## config.mk

```make
export PLATFORM = sky130hd
export DESIGN_NAME = pbocr_regs
export DESIGN_NICKNAME = d
export VERILOG_FILES = /design/src/pkg/pbocr_pkg.sv /design/src/rtl/pbocr_summed_overcurrent_protection_timer.sv /design/src/rtl/pbocr_regs.sv
export SDC_FILE = /design/constraint.sdc
export NUM_CORES = 1
export LEC_CHECK = 0
export BUFFER_PORTS_ARGS = -buffer_cell sky130_fd_sc_hd__buf_4
export CAP_MARGIN = 25
export CORE_AREA = 2 2 89 154
export DETAILED_ROUTE_END_ITERATION = 12
export DIE_AREA = 0 0 91 156
export PLACE_DENSITY = 0.77
export SLEW_MARGIN = 25
export SYNTH_ARGS = -nofsm -noshare
export SYNTH_HDL_FRONTEND = slang
export SYNTH_SLANG_ARGS = --single-unit
```

## constraint.sdc

```tcl
create_clock -name mclk -period 5.6 [get_ports mclk]
set_clock_uncertainty 0.1 [all_clocks]
set_input_delay 0.28 -clock mclk [delete_from_list [all_inputs] [get_ports mclk]]
set_output_delay 0.28 -clock mclk [all_outputs]
set_load 0.1 [all_outputs]
```

## src/pkg/pbocr_pkg.sv

```systemverilog
// Register map, reset values, timing and serial-port states for the phase balance block.
package pbocr_pkg;

  // Register offsets on the two-wire port.
  localparam logic [7:0] PBOCR_ADDR_LOCK   = 8'h00;
  localparam logic [7:0] PBOCR_ADDR_GAIN   = 8'h1F;
  localparam logic [7:0] PBOCR_ADDR_OFFS   = 8'h20;
  localparam logic [7:0] PBOCR_ADDR_LOGAIN = 8'h21;
  localparam logic [7:0] PBOCR_ADDR_HIGAIN = 8'h22;
  localparam logic [7:0] PBOCR_ADDR_DLY    = 8'h23;
  localparam logic [7:0] PBOCR_ADDR_THR    = 8'h24;
  localparam logic [7:0] PBOCR_ADDR_STAT   = 8'h2A;

  // Writes to all but the lock register are refused while it holds this key.
  localparam logic [7:0] PBOCR_LOCK_KEY = 8'hA6;

  // Reset values.
  localparam logic [7:0] PBOCR_LOCK_RST   = 8'h00;
  localparam logic [4:0] PBOCR_GAIN_RST   = 5'h10;
  localparam logic [4:0] PBOCR_OFFS_RST   = 5'h00;
  localparam logic [7:0] PBOCR_LOGAIN_RST = 8'h00;
  localparam logic [7:0] PBOCR_HIGAIN_RST = 8'h00;
  localparam logic [1:0] PBOCR_DLY_RST    = 2'h1;
  localparam logic [5:0] PBOCR_THR_RST    = 6'h00;

  // Field positions.
  localparam int PBOCR_OFFS_SIGN_BIT = 4;
  localparam int PBOCR_THR_SIGN_BIT  = 5;
  localparam int PBOCR_STAT_SUMMED_OVERCURRENT_PROTECTION_BIT = 2;

  // Summed-current limit in millivolts: nominal and step per offset code.
  localparam logic [11:0] PBOCR_LIMIT_NOM_MV  = 12'h898;
  localparam logic [11:0] PBOCR_LIMIT_STEP_MV = 12'h032;

  // Longest qualification delay (code 00); each code step halves it.
  localparam int PBOCR_CLK_PERIOD_NS  = 20;
  localparam int PBOCR_SUMMED_OVERCURRENT_PROTECTION_DLY_MAX_NS = 112000;
  localparam int PBOCR_SUMMED_OVERCURRENT_PROTECTION_DLY_MAX_CYC = PBOCR_SUMMED_OVERCURRENT_PROTECTION_DLY_MAX_NS / PBOCR_CLK_PERIOD_NS;

  localparam logic [3:0] PBOCR_BYTE_BITS = 4'h8;

  typedef enum logic [3:0] {
    ST_IDLE  = 4'h0,
    ST_ADDR  = 4'h1,
    ST_AACK  = 4'h2,
    ST_PTR   = 4'h3,
    ST_PACK  = 4'h4,
    ST_WDATA = 4'h5,
    ST_WACK  = 4'h6,
    ST_RDATA = 4'h7,
    ST_RACK  = 4'h8
  } pbocr_i2c_st_t;

endpackage : pbocr_pkg

```

## src/rtl/pbocr_summed_overcurrent_protection_timer.sv

```systemverilog
// Qualification timer for the summed-overcurrent comparator.
`timescale 1ns/1ps
module pbocr_summed_overcurrent_protection_timer #(
  parameter int CNT_W = 13
) (
  // Clock and reset.
  input  wire logic             mclk,
  input  wire logic             rst_n,
  // Comparator level and selected delay.
  input  wire logic             over,
  input  wire logic [CNT_W-1:0] dly_cyc,
  // Qualified event.
  output logic                  trip
);

  typedef struct packed {
    logic [CNT_W-1:0] cnt;
    logic             trip;
  } pbocr_tmr_t;

  pbocr_tmr_t s_r;
  pbocr_tmr_t s_nxt;
  logic [CNT_W-1:0] last_cnt;

  assign last_cnt = CNT_W'(dly_cyc - 1'b1);

  always_comb begin
    s_nxt = s_r;
    if (!over) begin
      s_nxt.cnt  = '0;
      s_nxt.trip = 1'b0;
    end else if (s_r.cnt >= last_cnt) begin
      s_nxt.trip = 1'b1;
    end else begin
      s_nxt.cnt = CNT_W'(s_r.cnt + 1'b1);
    end
  end

  always_ff @(posedge mclk) begin
    if (!rst_n) begin
      s_r <= '0;
    end else begin
      s_r <= s_nxt;
    end
  end

  assign trip = s_r.trip;
endmodule : pbocr_summed_overcurrent_protection_timer

```

## src/rtl/pbocr_regs.sv

```systemverilog
// Configuration registers of the phase balance and overcurrent block behind a two-wire port.
//
// Operation
// Phase-eight balance gain, five bits, resets 16/16.
// Offset register bit four chooses offset sign.
// Offset low nibble sets magnitude, resets zero.
// Writes refused while lock register holds key.
// Phases one-four threshold gains, two bits each.
// Phases five-eight threshold gains, same encoding.
// Summed delay code picks 112/56/28/14 us.
// Threshold bit five chooses raise or lower.
// Limit is 2.2 V plus/minus code times 50 mV.
// Threshold offset resets to zero, nominal limit.
// Status bit two shows summed overcurrent event.
// Event only after current stays above for delay.
`timescale 1ns/1ps
module pbocr_regs
  import pbocr_pkg::*;
#(
  parameter logic [6:0] DEV_ADDR      = 7'h20,
  parameter int         SUMMED_OVERCURRENT_PROTECTION_DLY_CYC = pbocr_pkg::PBOCR_SUMMED_OVERCURRENT_PROTECTION_DLY_MAX_CYC
) (
  // Clock and reset.
  input  wire logic        mclk,
  input  wire logic        rst_n,
  // Two-wire serial port.
  input  wire logic        scl,
  input  wire logic        sda_in,
  output logic             sda_out,
  output logic             sda_oe_n,
  // Summed-current comparator level.
  input  wire logic        sum_current_above,
  // Phase-eight current balance.
  output logic [4:0]       phase8_gain,
  output logic             phase8_offset_negative,
  output logic [3:0]       phase8_offset_code,
  // Per-phase overcurrent threshold gains.
  output logic [7:0]       low_phases_ocp_gain,
  output logic [7:0]       high_phases_ocp_gain,
  // Summed overcurrent protection.
  output logic [1:0]       summed_overcurrent_delay_code,
  output logic [11:0]      summed_overcurrent_limit_mv,
  output logic             summed_overcurrent_event
);

  localparam int CNT_W = $clog2(SUMMED_OVERCURRENT_PROTECTION_DLY_CYC + 1);

  typedef struct packed {
    logic          scl_s1;
    logic          scl_s2;
    logic          scl_d;
    logic          sda_s1;
    logic          sda_s2;
    logic          sda_d;
    logic          ovr_s1;
    logic          ovr_s2;
    pbocr_i2c_st_t state;
    logic [3:0]    bit_cnt;
    logic [7:0]    shreg;
    logic [7:0]    ptr;
    logic          rw;
    logic          mack;
    logic          sda_o;
    logic          sda_oe_n;
    logic [7:0]    lock;
    logic [4:0]    gain;
    logic [4:0]    offs;
    logic [7:0]    logain;
    logic [7:0]    higain;
    logic [1:0]    dly;
    logic [5:0]    thr;
    logic [11:0]   limit;
    logic [CNT_W-1:0] dly_cyc;
  } pbocr_state_t;

  pbocr_state_t s_r;
  pbocr_state_t s_nxt;
  logic         scl_rise;
  logic         scl_fall;
  logic         start_cond;
  logic         stop_cond;
  logic         wr_stb;
  logic [7:0]   rd_cur;
  logic [7:0]   rd_next;
  logic         summed_overcurrent_protection_trip;

  function automatic logic [7:0] read_mux(input logic [7:0] a, input pbocr_state_t s,
                                          input logic trip);
    logic [7:0] d;
    d = 8'h00;
    if (a == PBOCR_ADDR_LOCK) begin
      d = s.lock;
    end else if (a == PBOCR_ADDR_GAIN) begin
      d = {3'h0, s.gain};
    end else if (a == PBOCR_ADDR_OFFS) begin
      d = {3'h0, s.offs};
    end else if (a == PBOCR_ADDR_LOGAIN) begin
      d = s.logain;
    end else if (a == PBOCR_ADDR_HIGAIN) begin
      d = s.higain;
    end else if (a == PBOCR_ADDR_DLY) begin
      d = {6'h00, s.dly};
    end else if (a == PBOCR_ADDR_THR) begin
      d = {2'h0, s.thr};
    end else if (a == PBOCR_ADDR_STAT) begin
      d[PBOCR_STAT_SUMMED_OVERCURRENT_PROTECTION_BIT] = trip;
    end
    return d;
  endfunction : read_mux

  function automatic logic [11:0] limit_of(input logic [5:0] t);
    logic [11:0] step;
    step = 12'(12'(t[4:0]) * PBOCR_LIMIT_STEP_MV);
    if (t[PBOCR_THR_SIGN_BIT]) begin
      return 12'(PBOCR_LIMIT_NOM_MV - step);
    end
    return 12'(PBOCR_LIMIT_NOM_MV + step);
  endfunction : limit_of

  // Edges are taken from the second synchroniser stage and its delayed copy.
  assign scl_rise   = s_r.scl_s2 & ~s_r.scl_d;
  assign scl_fall   = ~s_r.scl_s2 & s_r.scl_d;
  assign start_cond = s_r.scl_s2 & s_r.scl_d & s_r.sda_d & ~s_r.sda_s2;
  assign stop_cond  = s_r.scl_s2 & s_r.scl_d & ~s_r.sda_d & s_r.sda_s2;
  assign rd_cur     = read_mux(s_r.ptr, s_r, summed_overcurrent_protection_trip);
  assign rd_next    = read_mux(8'(s_r.ptr + 1'b1), s_r, summed_overcurrent_protection_trip);

  always_comb begin
    s_nxt        = s_r;
    wr_stb       = 1'b0;
    s_nxt.scl_s1 = scl;
    s_nxt.scl_s2 = s_r.scl_s1;
    s_nxt.scl_d  = s_r.scl_s2;
    s_nxt.sda_s1 = sda_in;
    s_nxt.sda_s2 = s_r.sda_s1;
    s_nxt.sda_d  = s_r.sda_s2;
    s_nxt.ovr_s1 = sum_current_above;
    s_nxt.ovr_s2 = s_r.ovr_s1;
    if (start_cond) begin
      s_nxt.state    = ST_ADDR;
      s_nxt.bit_cnt  = 4'h0;
      s_nxt.sda_oe_n = 1'b1;
    end else if (stop_cond) begin
      s_nxt.state    = ST_IDLE;
      s_nxt.sda_oe_n = 1'b1;
    end else if (scl_rise) begin
      case (s_r.state)
        ST_ADDR, ST_PTR, ST_WDATA: begin
          s_nxt.shreg   = {s_r.shreg[6:0], s_r.sda_s2};
          s_nxt.bit_cnt = 4'(s_r.bit_cnt + 1'b1);
        end
        ST_RDATA: s_nxt.bit_cnt = 4'(s_r.bit_cnt + 1'b1);
        ST_RACK:  s_nxt.mack = ~s_r.sda_s2;
        default: ;
      endcase
    end else if (scl_fall) begin
      case (s_r.state)
        ST_ADDR: begin
          if (s_r.bit_cnt == PBOCR_BYTE_BITS) begin
            if (s_r.shreg[7:1] == DEV_ADDR) begin
              s_nxt.state    = ST_AACK;
              s_nxt.rw       = s_r.shreg[0];
              s_nxt.sda_oe_n = 1'b0;
            end else begin
              s_nxt.state = ST_IDLE;
            end
          end
        end
        ST_PTR: begin
          if (s_r.bit_cnt == PBOCR_BYTE_BITS) begin
            s_nxt.ptr      = s_r.shreg;
            s_nxt.state    = ST_PACK;
            s_nxt.sda_oe_n = 1'b0;
          end
        end
        ST_WDATA: begin
          if (s_r.bit_cnt == PBOCR_BYTE_BITS) begin
            wr_stb         = 1'b1;
            s_nxt.state    = ST_WACK;
            s_nxt.sda_oe_n = 1'b0;
          end
        end
        ST_AACK: begin
          s_nxt.bit_cnt = 4'h0;
          if (s_r.rw) begin
            s_nxt.state    = ST_RDATA;
            s_nxt.shreg    = rd_cur;
            s_nxt.sda_oe_n = rd_cur[7];
          end else begin
            s_nxt.state    = ST_PTR;
            s_nxt.sda_oe_n = 1'b1;
          end
        end
        ST_PACK, ST_WACK: begin
          s_nxt.bit_cnt  = 4'h0;
          s_nxt.state    = ST_WDATA;
          s_nxt.sda_oe_n = 1'b1;
          if (s_r.state == ST_WACK) begin
            s_nxt.ptr = 8'(s_r.ptr + 1'b1);
          end
        end
        ST_RDATA: begin
          if (s_r.bit_cnt == PBOCR_BYTE_BITS) begin
            s_nxt.state    = ST_RACK;
            s_nxt.sda_oe_n = 1'b1;
          end else begin
            s_nxt.shreg    = {s_r.shreg[6:0], 1'b0};
            s_nxt.sda_oe_n = s_r.shreg[6];
          end
        end
        ST_RACK: begin
          if (s_r.mack) begin
            s_nxt.ptr      = 8'(s_r.ptr + 1'b1);
            s_nxt.shreg    = rd_next;
            s_nxt.sda_oe_n = rd_next[7];
            s_nxt.bit_cnt  = 4'h0;
            s_nxt.state    = ST_RDATA;
          end else begin
            s_nxt.state = ST_IDLE;
          end
        end
        default: ;
      endcase
    end
    // The lock register itself stays writable so the key can be cleared.
    if (wr_stb) begin
      if (s_r.ptr == PBOCR_ADDR_LOCK) begin
        s_nxt.lock = s_r.shreg;
      end else if (s_r.lock != PBOCR_LOCK_KEY) begin
        if (s_r.ptr == PBOCR_ADDR_GAIN) begin
          s_nxt.gain = s_r.shreg[4:0];
        end else if (s_r.ptr == PBOCR_ADDR_OFFS) begin
          s_nxt.offs = s_r.shreg[4:0];
        end else if (s_r.ptr == PBOCR_ADDR_LOGAIN) begin
          s_nxt.logain = s_r.shreg;
        end else if (s_r.ptr == PBOCR_ADDR_HIGAIN) begin
          s_nxt.higain = s_r.shreg;
        end else if (s_r.ptr == PBOCR_ADDR_DLY) begin
          s_nxt.dly = s_r.shreg[1:0];
        end else if (s_r.ptr == PBOCR_ADDR_THR) begin
          s_nxt.thr = s_r.shreg[5:0];
        end
      end
    end
    s_nxt.limit   = limit_of(s_r.thr);
    s_nxt.dly_cyc = CNT_W'(SUMMED_OVERCURRENT_PROTECTION_DLY_CYC >> s_r.dly);
  end

  always_ff @(posedge mclk) begin
    if (!rst_n) begin
      s_r          <= '0;
      s_r.scl_s1   <= 1'b1;
      s_r.scl_s2   <= 1'b1;
      s_r.scl_d    <= 1'b1;
      s_r.sda_s1   <= 1'b1;
      s_r.sda_s2   <= 1'b1;
      s_r.sda_d    <= 1'b1;
      s_r.state    <= ST_IDLE;
      s_r.sda_oe_n <= 1'b1;
      s_r.lock     <= PBOCR_LOCK_RST;
      s_r.gain     <= PBOCR_GAIN_RST;
      s_r.offs     <= PBOCR_OFFS_RST;
      s_r.logain   <= PBOCR_LOGAIN_RST;
      s_r.higain   <= PBOCR_HIGAIN_RST;
      s_r.dly      <= PBOCR_DLY_RST;
      s_r.thr      <= PBOCR_THR_RST;
      s_r.limit    <= PBOCR_LIMIT_NOM_MV;
      s_r.dly_cyc  <= CNT_W'(SUMMED_OVERCURRENT_PROTECTION_DLY_CYC >> PBOCR_DLY_RST);
    end else begin
      s_r <= s_nxt;
    end
  end

  pbocr_summed_overcurrent_protection_timer #(
    .CNT_W (CNT_W)
  ) u_summed_overcurrent_protection_timer (
    .mclk    (mclk),
    .rst_n   (rst_n),
    .over    (s_r.ovr_s2),
    .dly_cyc (s_r.dly_cyc),
    .trip    (summed_overcurrent_protection_trip)
  );

  assign sda_out                       = s_r.sda_o;
  assign sda_oe_n                      = s_r.sda_oe_n;
  assign phase8_gain                   = s_r.gain;
  assign phase8_offset_negative        = s_r.offs[PBOCR_OFFS_SIGN_BIT];
  assign phase8_offset_code            = s_r.offs[3:0];
  assign low_phases_ocp_gain           = s_r.logain;
  assign high_phases_ocp_gain          = s_r.higain;
  assign summed_overcurrent_delay_code = s_r.dly;
  assign summed_overcurrent_limit_mv   = s_r.limit;
  assign summed_overcurrent_event      = summed_overcurrent_protection_trip;
endmodule : pbocr_regs

```

## After elaboration in Yosys (flattened, before gate mapping)

Cells that the tools add are included.

| word-level totals | value |
|---|---|
| register bits after elaboration | 116 |
| input bits | 5 |
| output and inout port bits | 43 |
| logic and storage cells | 199 |

| operators by class | value |
|---|---|
| add/sub/neg operators | 6 |
| multipliers | 1 |
| $lt $le $gt $ge | 1 |
| equal/unequal tests | 43 |
| shift-type cells | 1 |
| multiplexer cells | 66 |
| bitwise operators | 21 |
| reduce and logical (&&, ||, !) cells | 33 |

Operator list:

| kind | count |
|---|---|
| 8-bit two-way mux | 15 |
| 8-bit by 6-bit equality test with 1-bit output, second input constant | 12 |
| 8-bit one-hot mux with 3 select lines | 2 |
| 22-bit two-way mux | 2 |
| 12-bit two-way mux | 3 |
| 7-bit AND reduction | 5 |
| 4-bit one-hot mux with 7 select lines | 1 |
| 1-bit two-way mux | 24 |
| 8-bit AND reduction | 3 |
| 20-bit two-way mux | 1 |
| 4-bit two-way mux | 5 |
| 4-bit by 3-bit equality test with 1-bit output, second input constant | 4 |
| 8-bit by 5-bit equality test with 1-bit output, second input constant | 2 |
| 8-bit logical NOT | 2 |
| 2-bit != test, second input constant | 8 |
| 4-bit != test, second input constant | 4 |
| 1-bit inverter | 14 |
| 13-bit by 1-bit adder with 13-bit output, second input constant | 1 |
| 13-bit >= comparator | 1 |
| 13-bit by 2-bit >> shifter with 13-bit output, first input constant | 1 |
| 13-bit by 1-bit subtractor with 13-bit output, second input constant | 1 |
| 12-bit by 11-bit adder with 12-bit output, first input constant | 1 |
| 3-bit two-way mux | 4 |
| 6-bit two-way mux | 2 |
| other kinds (32) | 54 |

## Longest topological paths before layout

| depth | value |
|---|---|
| depth in word-level cells | 16 |
| depth in mapped cells | 13 |
| gate-level depth less buffers | 13 |

## Modules after synthesis

A second synthesis with hierarchy kept.

| second synthesis, totals | value |
|---|---|
| cell total of the unflattened synthesis | 1,002 |
| area total of the unflattened synthesis | 7,880.1 um^2 |

Modules (own cells, without submodules):

| module | instances | cells an instance | area an instance (um^2) |
|---|---|---|---|
| pbocr_regs | 1 | 860 | 6,718.9 |
| pbocr_summed_overcurrent_protection_timer | 1 | 142 | 1,161.1 |

## Least setup slack after synthesis

No wires, ideal clock.

| path | value |
|---|---|
| path kind | reg2reg |
| from | register s_r[26] in the netlist's numbering |
| to | register s_r (netlist bit summed_overcurrent_limit_mv[10]) |
| arrival | 2.557 ns |
| setup slack | 2.828 ns |
| stages on the path, launching flop included | 14 |
| clock period less this slack | 2.772 ns |
| cell sequence | dfxtp_1 -> inv_1 -> ha_1 -> ha_1 -> ha_1 -> inv_1 -> fa_1 -> inv_1 -> a31oi_1 -> xnor2_1 -> o21ai_0 -> a21oi_1 -> xnor2_1 -> and2_1 |

| on the way | value |
|---|---|
| cells in the longest elaborated chain, start to end | 4 |
| elaborated cells between the ends (all ways) | 5 |

Ends and longest elaborated chain:

| element | line | text |
|---|---|---|
| from (decl) | pbocr_regs.sv:76 | `pbocr_state_t s_r;` |
| from (signal assigned) | pbocr_regs.sv:270 | `s_r <= s_nxt;` |
| 5-bit by 5-bit multiplier with 10-bit output (*) | pbocr_regs.sv:113 | `step = 12'(12'(t[4:0]) * PBOCR_LIMIT_STEP_MV);` |
| 12-bit by 11-bit subtractor with 12-bit output | pbocr_regs.sv:115 | `return 12'(PBOCR_LIMIT_NOM_MV - step);` |
| 12-bit two-way mux | pbocr_regs.sv:114 | `if (t[PBOCR_THR_SIGN_BIT]) begin` |
| 12-bit two-way mux (*) | pbocr_regs.sv:117 | `return 12'(PBOCR_LIMIT_NOM_MV + step);` |

Mark *: on every way between the ends. The rest lies on a longest branch, timed or not. The select of a mux whose other input is x is not followed.
A chain may end at the register's enable or synchronous reset.

## Worst setup path in the final report

| path | value |
|---|---|
| from | register s_r[71] in the netlist's numbering |
| to | register sda_oe_n (netlist name) |

| on the way | value |
|---|---|
| cells in the longest elaborated chain, start to end | 9 |
| elaborated cells between the ends (all ways) | 24 |

Ends and longest elaborated chain:

| element | line | text |
|---|---|---|
| 8-bit by 1-bit adder with 8-bit output | pbocr_regs.sv:126 | `assign rd_next = read_mux(8'(s_r.ptr + 1'b1), s_r, summed_overcurrent_protection_trip);` |
| 8-bit by 6-bit equality test with 1-bit output | pbocr_regs.sv:99 | `end else if (a == PBOCR_ADDR_HIGAIN) begin` |
| 8-bit two-way mux | pbocr_regs.sv:99 |  |
| 8-bit two-way mux | pbocr_regs.sv:97 | `end else if (a == PBOCR_ADDR_LOGAIN) begin` |
| 8-bit two-way mux | pbocr_regs.sv:95 | `end else if (a == PBOCR_ADDR_OFFS) begin` |
| 8-bit two-way mux | pbocr_regs.sv:93 | `end else if (a == PBOCR_ADDR_GAIN) begin` |
| 8-bit two-way mux | pbocr_regs.sv:91 | `if (a == PBOCR_ADDR_LOCK) begin` |
| 1-bit two-way mux | pbocr_regs.sv:212 | `if (s_r.mack) begin` |
| 1-bit one-hot mux with 6 select lines (*) | pbocr_regs.sv:157 | `case (s_r.state)` |

Marked as above.

==> results.md <==
Cells and area:
- For this run, the post-layout net count is a little under 1,000.
- The filler cells instantiated in the layout total about 1,300.
- The number of antenna repair diodes is 0.
- The storage element area is between 2000 and 2500 µm².
- Relative to the synthesized area, the layout overhead comes to 3.79%.
- Of the cells placed in the final design, the portion with a size suffix greater than 1 is 0.0917.
- In the final layout, the multi-input gates occupy roughly 4600 µm².

Floorplanning:
- During I/O placement, the number of pins put on the boundary was 48.
- The initialized floorplan defines 55 standard-cell rows.
- The initial core utilization is 0.587.
- The die footprint is between 10,000 and 15,000 µm².
- Measured along the x axis, the die boundary spans 91 µm.
- The placeable core area is around 13,000 µm².
- In this run the vertical extent of the chip is approximately 160 µm.

Power:
- The combinational share of power is 0.027.
- Of the total power, the share spent switching nets is 0.245.
- In this run the power density over the cells is ~190 nW/µm².
- The leakage component of the power is roughly 3.1 nW.
- The peak supply drop is 191 µV.
- Of the total power, the clock network draws 0.435.
- Cell internal power was estimated by the tool at 0.00112 W.
- For this design the total switching power over the nets is roughly 0.00036 W.
- The sequential share of power is 0.539.
- Total power for the finished layout comes to between 0.001 and 0.0015 W.

Worst setup path:
- In this run the worst path has a maximum fanout of 17.
- The largest single stage delay on the critical path is ~0.68 ns.
- Data on the critical path arrives at its endpoint at about 3.5 ns.
- The signal on the critical path passes through inv_1 > ha_1 > inv_1 > nor4b_4 > a222oi_1 > a311o_1 > and3b_1 > o21ai_1.
- The slowest stage of the critical path is the sky130_fd_sc_hd__nor4b_4 cell.
- STA classifies the critical path endpoint as a register.
- The critical path's most frequent cell is sky130_fd_sc_hd__inv_1.
- The critical path contains buffers and inverters numbering 2 combined.
- STA puts the critical path data required time at slightly below 6 ns.
- In this design, the largest share of critical-path delay is due to simple AND/OR/NAND/NOR gates.
- The kind of launch point of the worst setup path is a register.
- Setup slack on the worst reg-to-reg path comes out at about 2.3 ns.
- The type of the worst setup path is register to register.

Logic synthesis:
- The netlist uses 80 different library cells.
- The simple-gate share of the synthesized area is 0.254.
- The area fraction in compound gates after synthesis is 0.201.
- Synthesis handed over a netlist of about 950 instances.
- The top-area cell type share of the netlist area is 0.293.
- The dominant combinational cell family by area after synthesis is simple AND/OR/NAND/NOR gates.
- The post-synthesis cell area is between 7000 and 8000 µm².
- The number of warnings printed during yosys synthesis is 0.
- The count of flip-flops with a built-in enable after synthesis is 0.
- sky130_fd_sc_hd__dfxtp_1 is the most common cell in the netlist.
- The adder-cell area share of the yosys netlist is 0.0768.
- The register area share after synthesis is 0.293.
- Measured against the total synthesized area, the mux share comes to 0.0437.
- Sorting the synthesized cells by how often they occur yields 111 x sky130_fd_sc_hd__dfxtp_1, 94 x sky130_fd_sc_hd__nand2_1, 55 x sky130_fd_sc_hd__nor2_1.
- The most common flop cell mapped by yosys is sky130_fd_sc_hd__dfxtp_1.
- The total of flip-flops plus latches after synthesis is 111.
- The proportion of register bits with asynchronous set or reset after synthesis is 0.
- The average footprint of a synthesized cell is between 7 and 8 µm².
- The synthesized design spends more area on one cell type than any other, namely sky130_fd_sc_hd__dfxtp_1.
- The post-synthesis xor/xnor area fraction is 0.0323.
- By area the synthesized netlist is led by sky130_fd_sc_hd__dfxtp_1 29%, sky130_fd_sc_hd__ha_1 7.4%, sky130_fd_sc_hd__nand2_1 4.6%.

GRT:
- The initial antenna violation count is 0.
- The global-route wire length before repair is between 30,000 and 40,000 µm.
- Summed over all layers, the global routing overflow is 0.
- Entering global routing, the biggest net connects 90 pins.
- Across every metal layer, demand over resource in global routing totals 0.291.
- The via count of the first global-routing pass is around 6,400.

Placement:
- Detailed placement ended at an HPWL of approximately 15,000 µm.
- The final weighted congestion in routability-driven placement is roughly 0.99.
- Buffers placed on the I/O ports in this run total 45.

Timing:
- Headroom to the max-slew limit came out at 0.352.
- The number of failing setup endpoints in the final timing report is 0.
- Dividing the final minimum period by the clock period gives 0.588.
- The shortest clock period the worst path allows after layout is 3.29 ns.
- The max-slew violation total from the final report is 0.
- For the pin with the worst max-slew slack, the measured transition is roughly 0.95 ns.
- For this run, the top clock speed supported by timing is between 300 and 400 MHz.
- The final setup TNS is 0 ns.
- The total count of hold-check failures in the final report came to 0.
- Setup repair after global routing left no endpoint under its margin.

CTS:
- The maximum level of the CTS H-tree is 3.
- The clock transition time at the flip-flop clock pins of the worst setup and hold paths is 0.09 ns.
- For this design, the CTS-stage hold fixing added 0 buffers.
- No sink is reached through more buffers than the 2 on the longest clock path.
- The tree built by TritonCTS fans out to 111 sinks.
- The clock tree from TritonCTS is built.
- The CTS buffer count is 9.
- Gates resized during post-CTS repair numbered 0.
- The clock latency on the worst-skew pair is about 0.36 ns.
- The clock tree root buffer cell is sky130_fd_sc_hd__clkbuf_16.
- The buffers inserted during post-CTS setup optimization is 0.

Route:
- The first detailed-routing pass ran for 6 iterations.
- The number of remaining DRC errors is 0.
- In the final routed layout, each cell accounts on average for roughly 19 µm.
- The routed design has approximately 21,000 µm of wire.
- For this block, the via count after detailed routing is 6,805.
- The via count normalized by instance count is 6.26.
- In this run the remaining antenna-violating nets after routing total 0.
- The detailed router's first-iteration violation count is between 400 and 500.

Run status:
- The run finished with clean final reports.

Job:
- Max-cap violations in this run came to 0.

Hold path:
- The kind of path behind the tightest hold check is input port to register.
==> placed cells by master, fill, tap and decap left out, types with 34 or more instances in the layout <==
master and count:
sky130_fd_sc_hd__dfxtp_1 111, sky130_fd_sc_hd__nand2_1 94, sky130_fd_sc_hd__nor2_1 55, sky130_fd_sc_hd__nand3_1 53, sky130_fd_sc_hd__a21oi_1 52, sky130_fd_sc_hd__o21ai_0 50, sky130_fd_sc_hd__buf_4 47, sky130_fd_sc_hd__inv_1 46
sky130_fd_sc_hd__ha_1 45, sky130_fd_sc_hd__nor2b_1 34
==> cells by family after synthesis <==
group                    count (synthesis)
other                                    1
AND/OR/NAND/NOR                        364
XOR/XNOR                                28
AO/OA/AOI/OAI                          223
buffers and inverters                  148
flip-flops                             111
multiplexers                            33
adder cells (fa/ha/maj)                 46
==> stage by stage <==
stage | instance area, µm² | std cells | setup WS, ns | utilization | hold slack, ns
after global routing | 7880 | 1087 | 2.12 | 0.609 | 0.0135
after detailed placement | 7590 | 1072 | 2.38 | 0.587 | 0.301
after floorplan | 7590 | 955 | 2.83 | - | 0.281
final | 7880 | 1087 | 2.31 | 0.609 | 0.00783
after CTS | 7880 | 1087 | 2.36 | 0.609 | 0.0109
after global placement | 7590 | 1072 | 2.36 | 0.587 | 0.303
==> flip-flops by register name, summed over array words and instances, names as in the netlist <==
name	flops
s_r	52
u_summed_overcurrent_protection_timer.s_r	13
summed_overcurrent_limit_mv	11
high_phases_ocp_gain	8
low_phases_ocp_gain	8
phase8_gain	5
s_nxt	5
phase8_offset_code	4
summed_overcurrent_delay_code	2
phase8_offset_negative	1
sda_oe_n	1
u_summed_overcurrent_protection_timer.trip	1
==> metal layers <==
layer | up-vias | GRT usage | part of all wire | wire (µm)
li1 | 3250 | - | - | -
met3 | 118 | 0.0469 | 0.053 | 1100
met4 | 0 | 0.209 | 0.078 | 1640
met1 | 3152 | 0.294 | 0.35 | 7380
met2 | 285 | 0.533 | 0.52 | 10900
met5 | - | 0 | 0 | 0
==> power by group through the flow <==
stage	sequential [W]	clock (W)	combinational (W)
CTS	0.000796	0.000645	0.0000393
global route	0.000797	0.000679	0.0000422
floorplan	0.000812	0	0.0000347
global placement	0.000814	0	0.0000389
finish	0.000796	0.000643	0.0000395
detailed placement	0.000814	0	0.0000389
==> cell type report <==
| cell class | instances | area share |
|---|---|---|
| Clock inverter | 6 | 0.00794 |
| Inverter | 47 | 0.0224 |
| Multi-Input combinational cell | 696 | 0.587 |
| Sequential cell | 111 | 0.282 |
| Clock buffer | 9 | 0.0286 |
| Timing Repair Buffer | 47 | 0.0448 |
| Tap cell | 171 | 0.0272 |
==> worst register-to-register path: stages, from the launching register on <==
cell                       delay, ns
sky130_fd_sc_hd__dfxtp_1        0.41
sky130_fd_sc_hd__inv_1          0.14
sky130_fd_sc_hd__ha_1           0.54
sky130_fd_sc_hd__inv_1          0.29
sky130_fd_sc_hd__nor4b_4        0.68
sky130_fd_sc_hd__a222oi_1       0.35
sky130_fd_sc_hd__a311o_1        0.40
sky130_fd_sc_hd__and3b_1        0.20
sky130_fd_sc_hd__o21ai_1        0.11
==> worst paths after layout <==
path,cells past startpoint,endpoint,startpoint
worst max-delay path,8,sda_oe_n,s_r[71]
worst min-delay path,2,s_nxt[101],scl
worst max register to register,8,sda_oe_n,s_r[71]
worst min register to register,1,s_nxt[97],s_nxt[98]
Power figures use the tool's default switching activity.
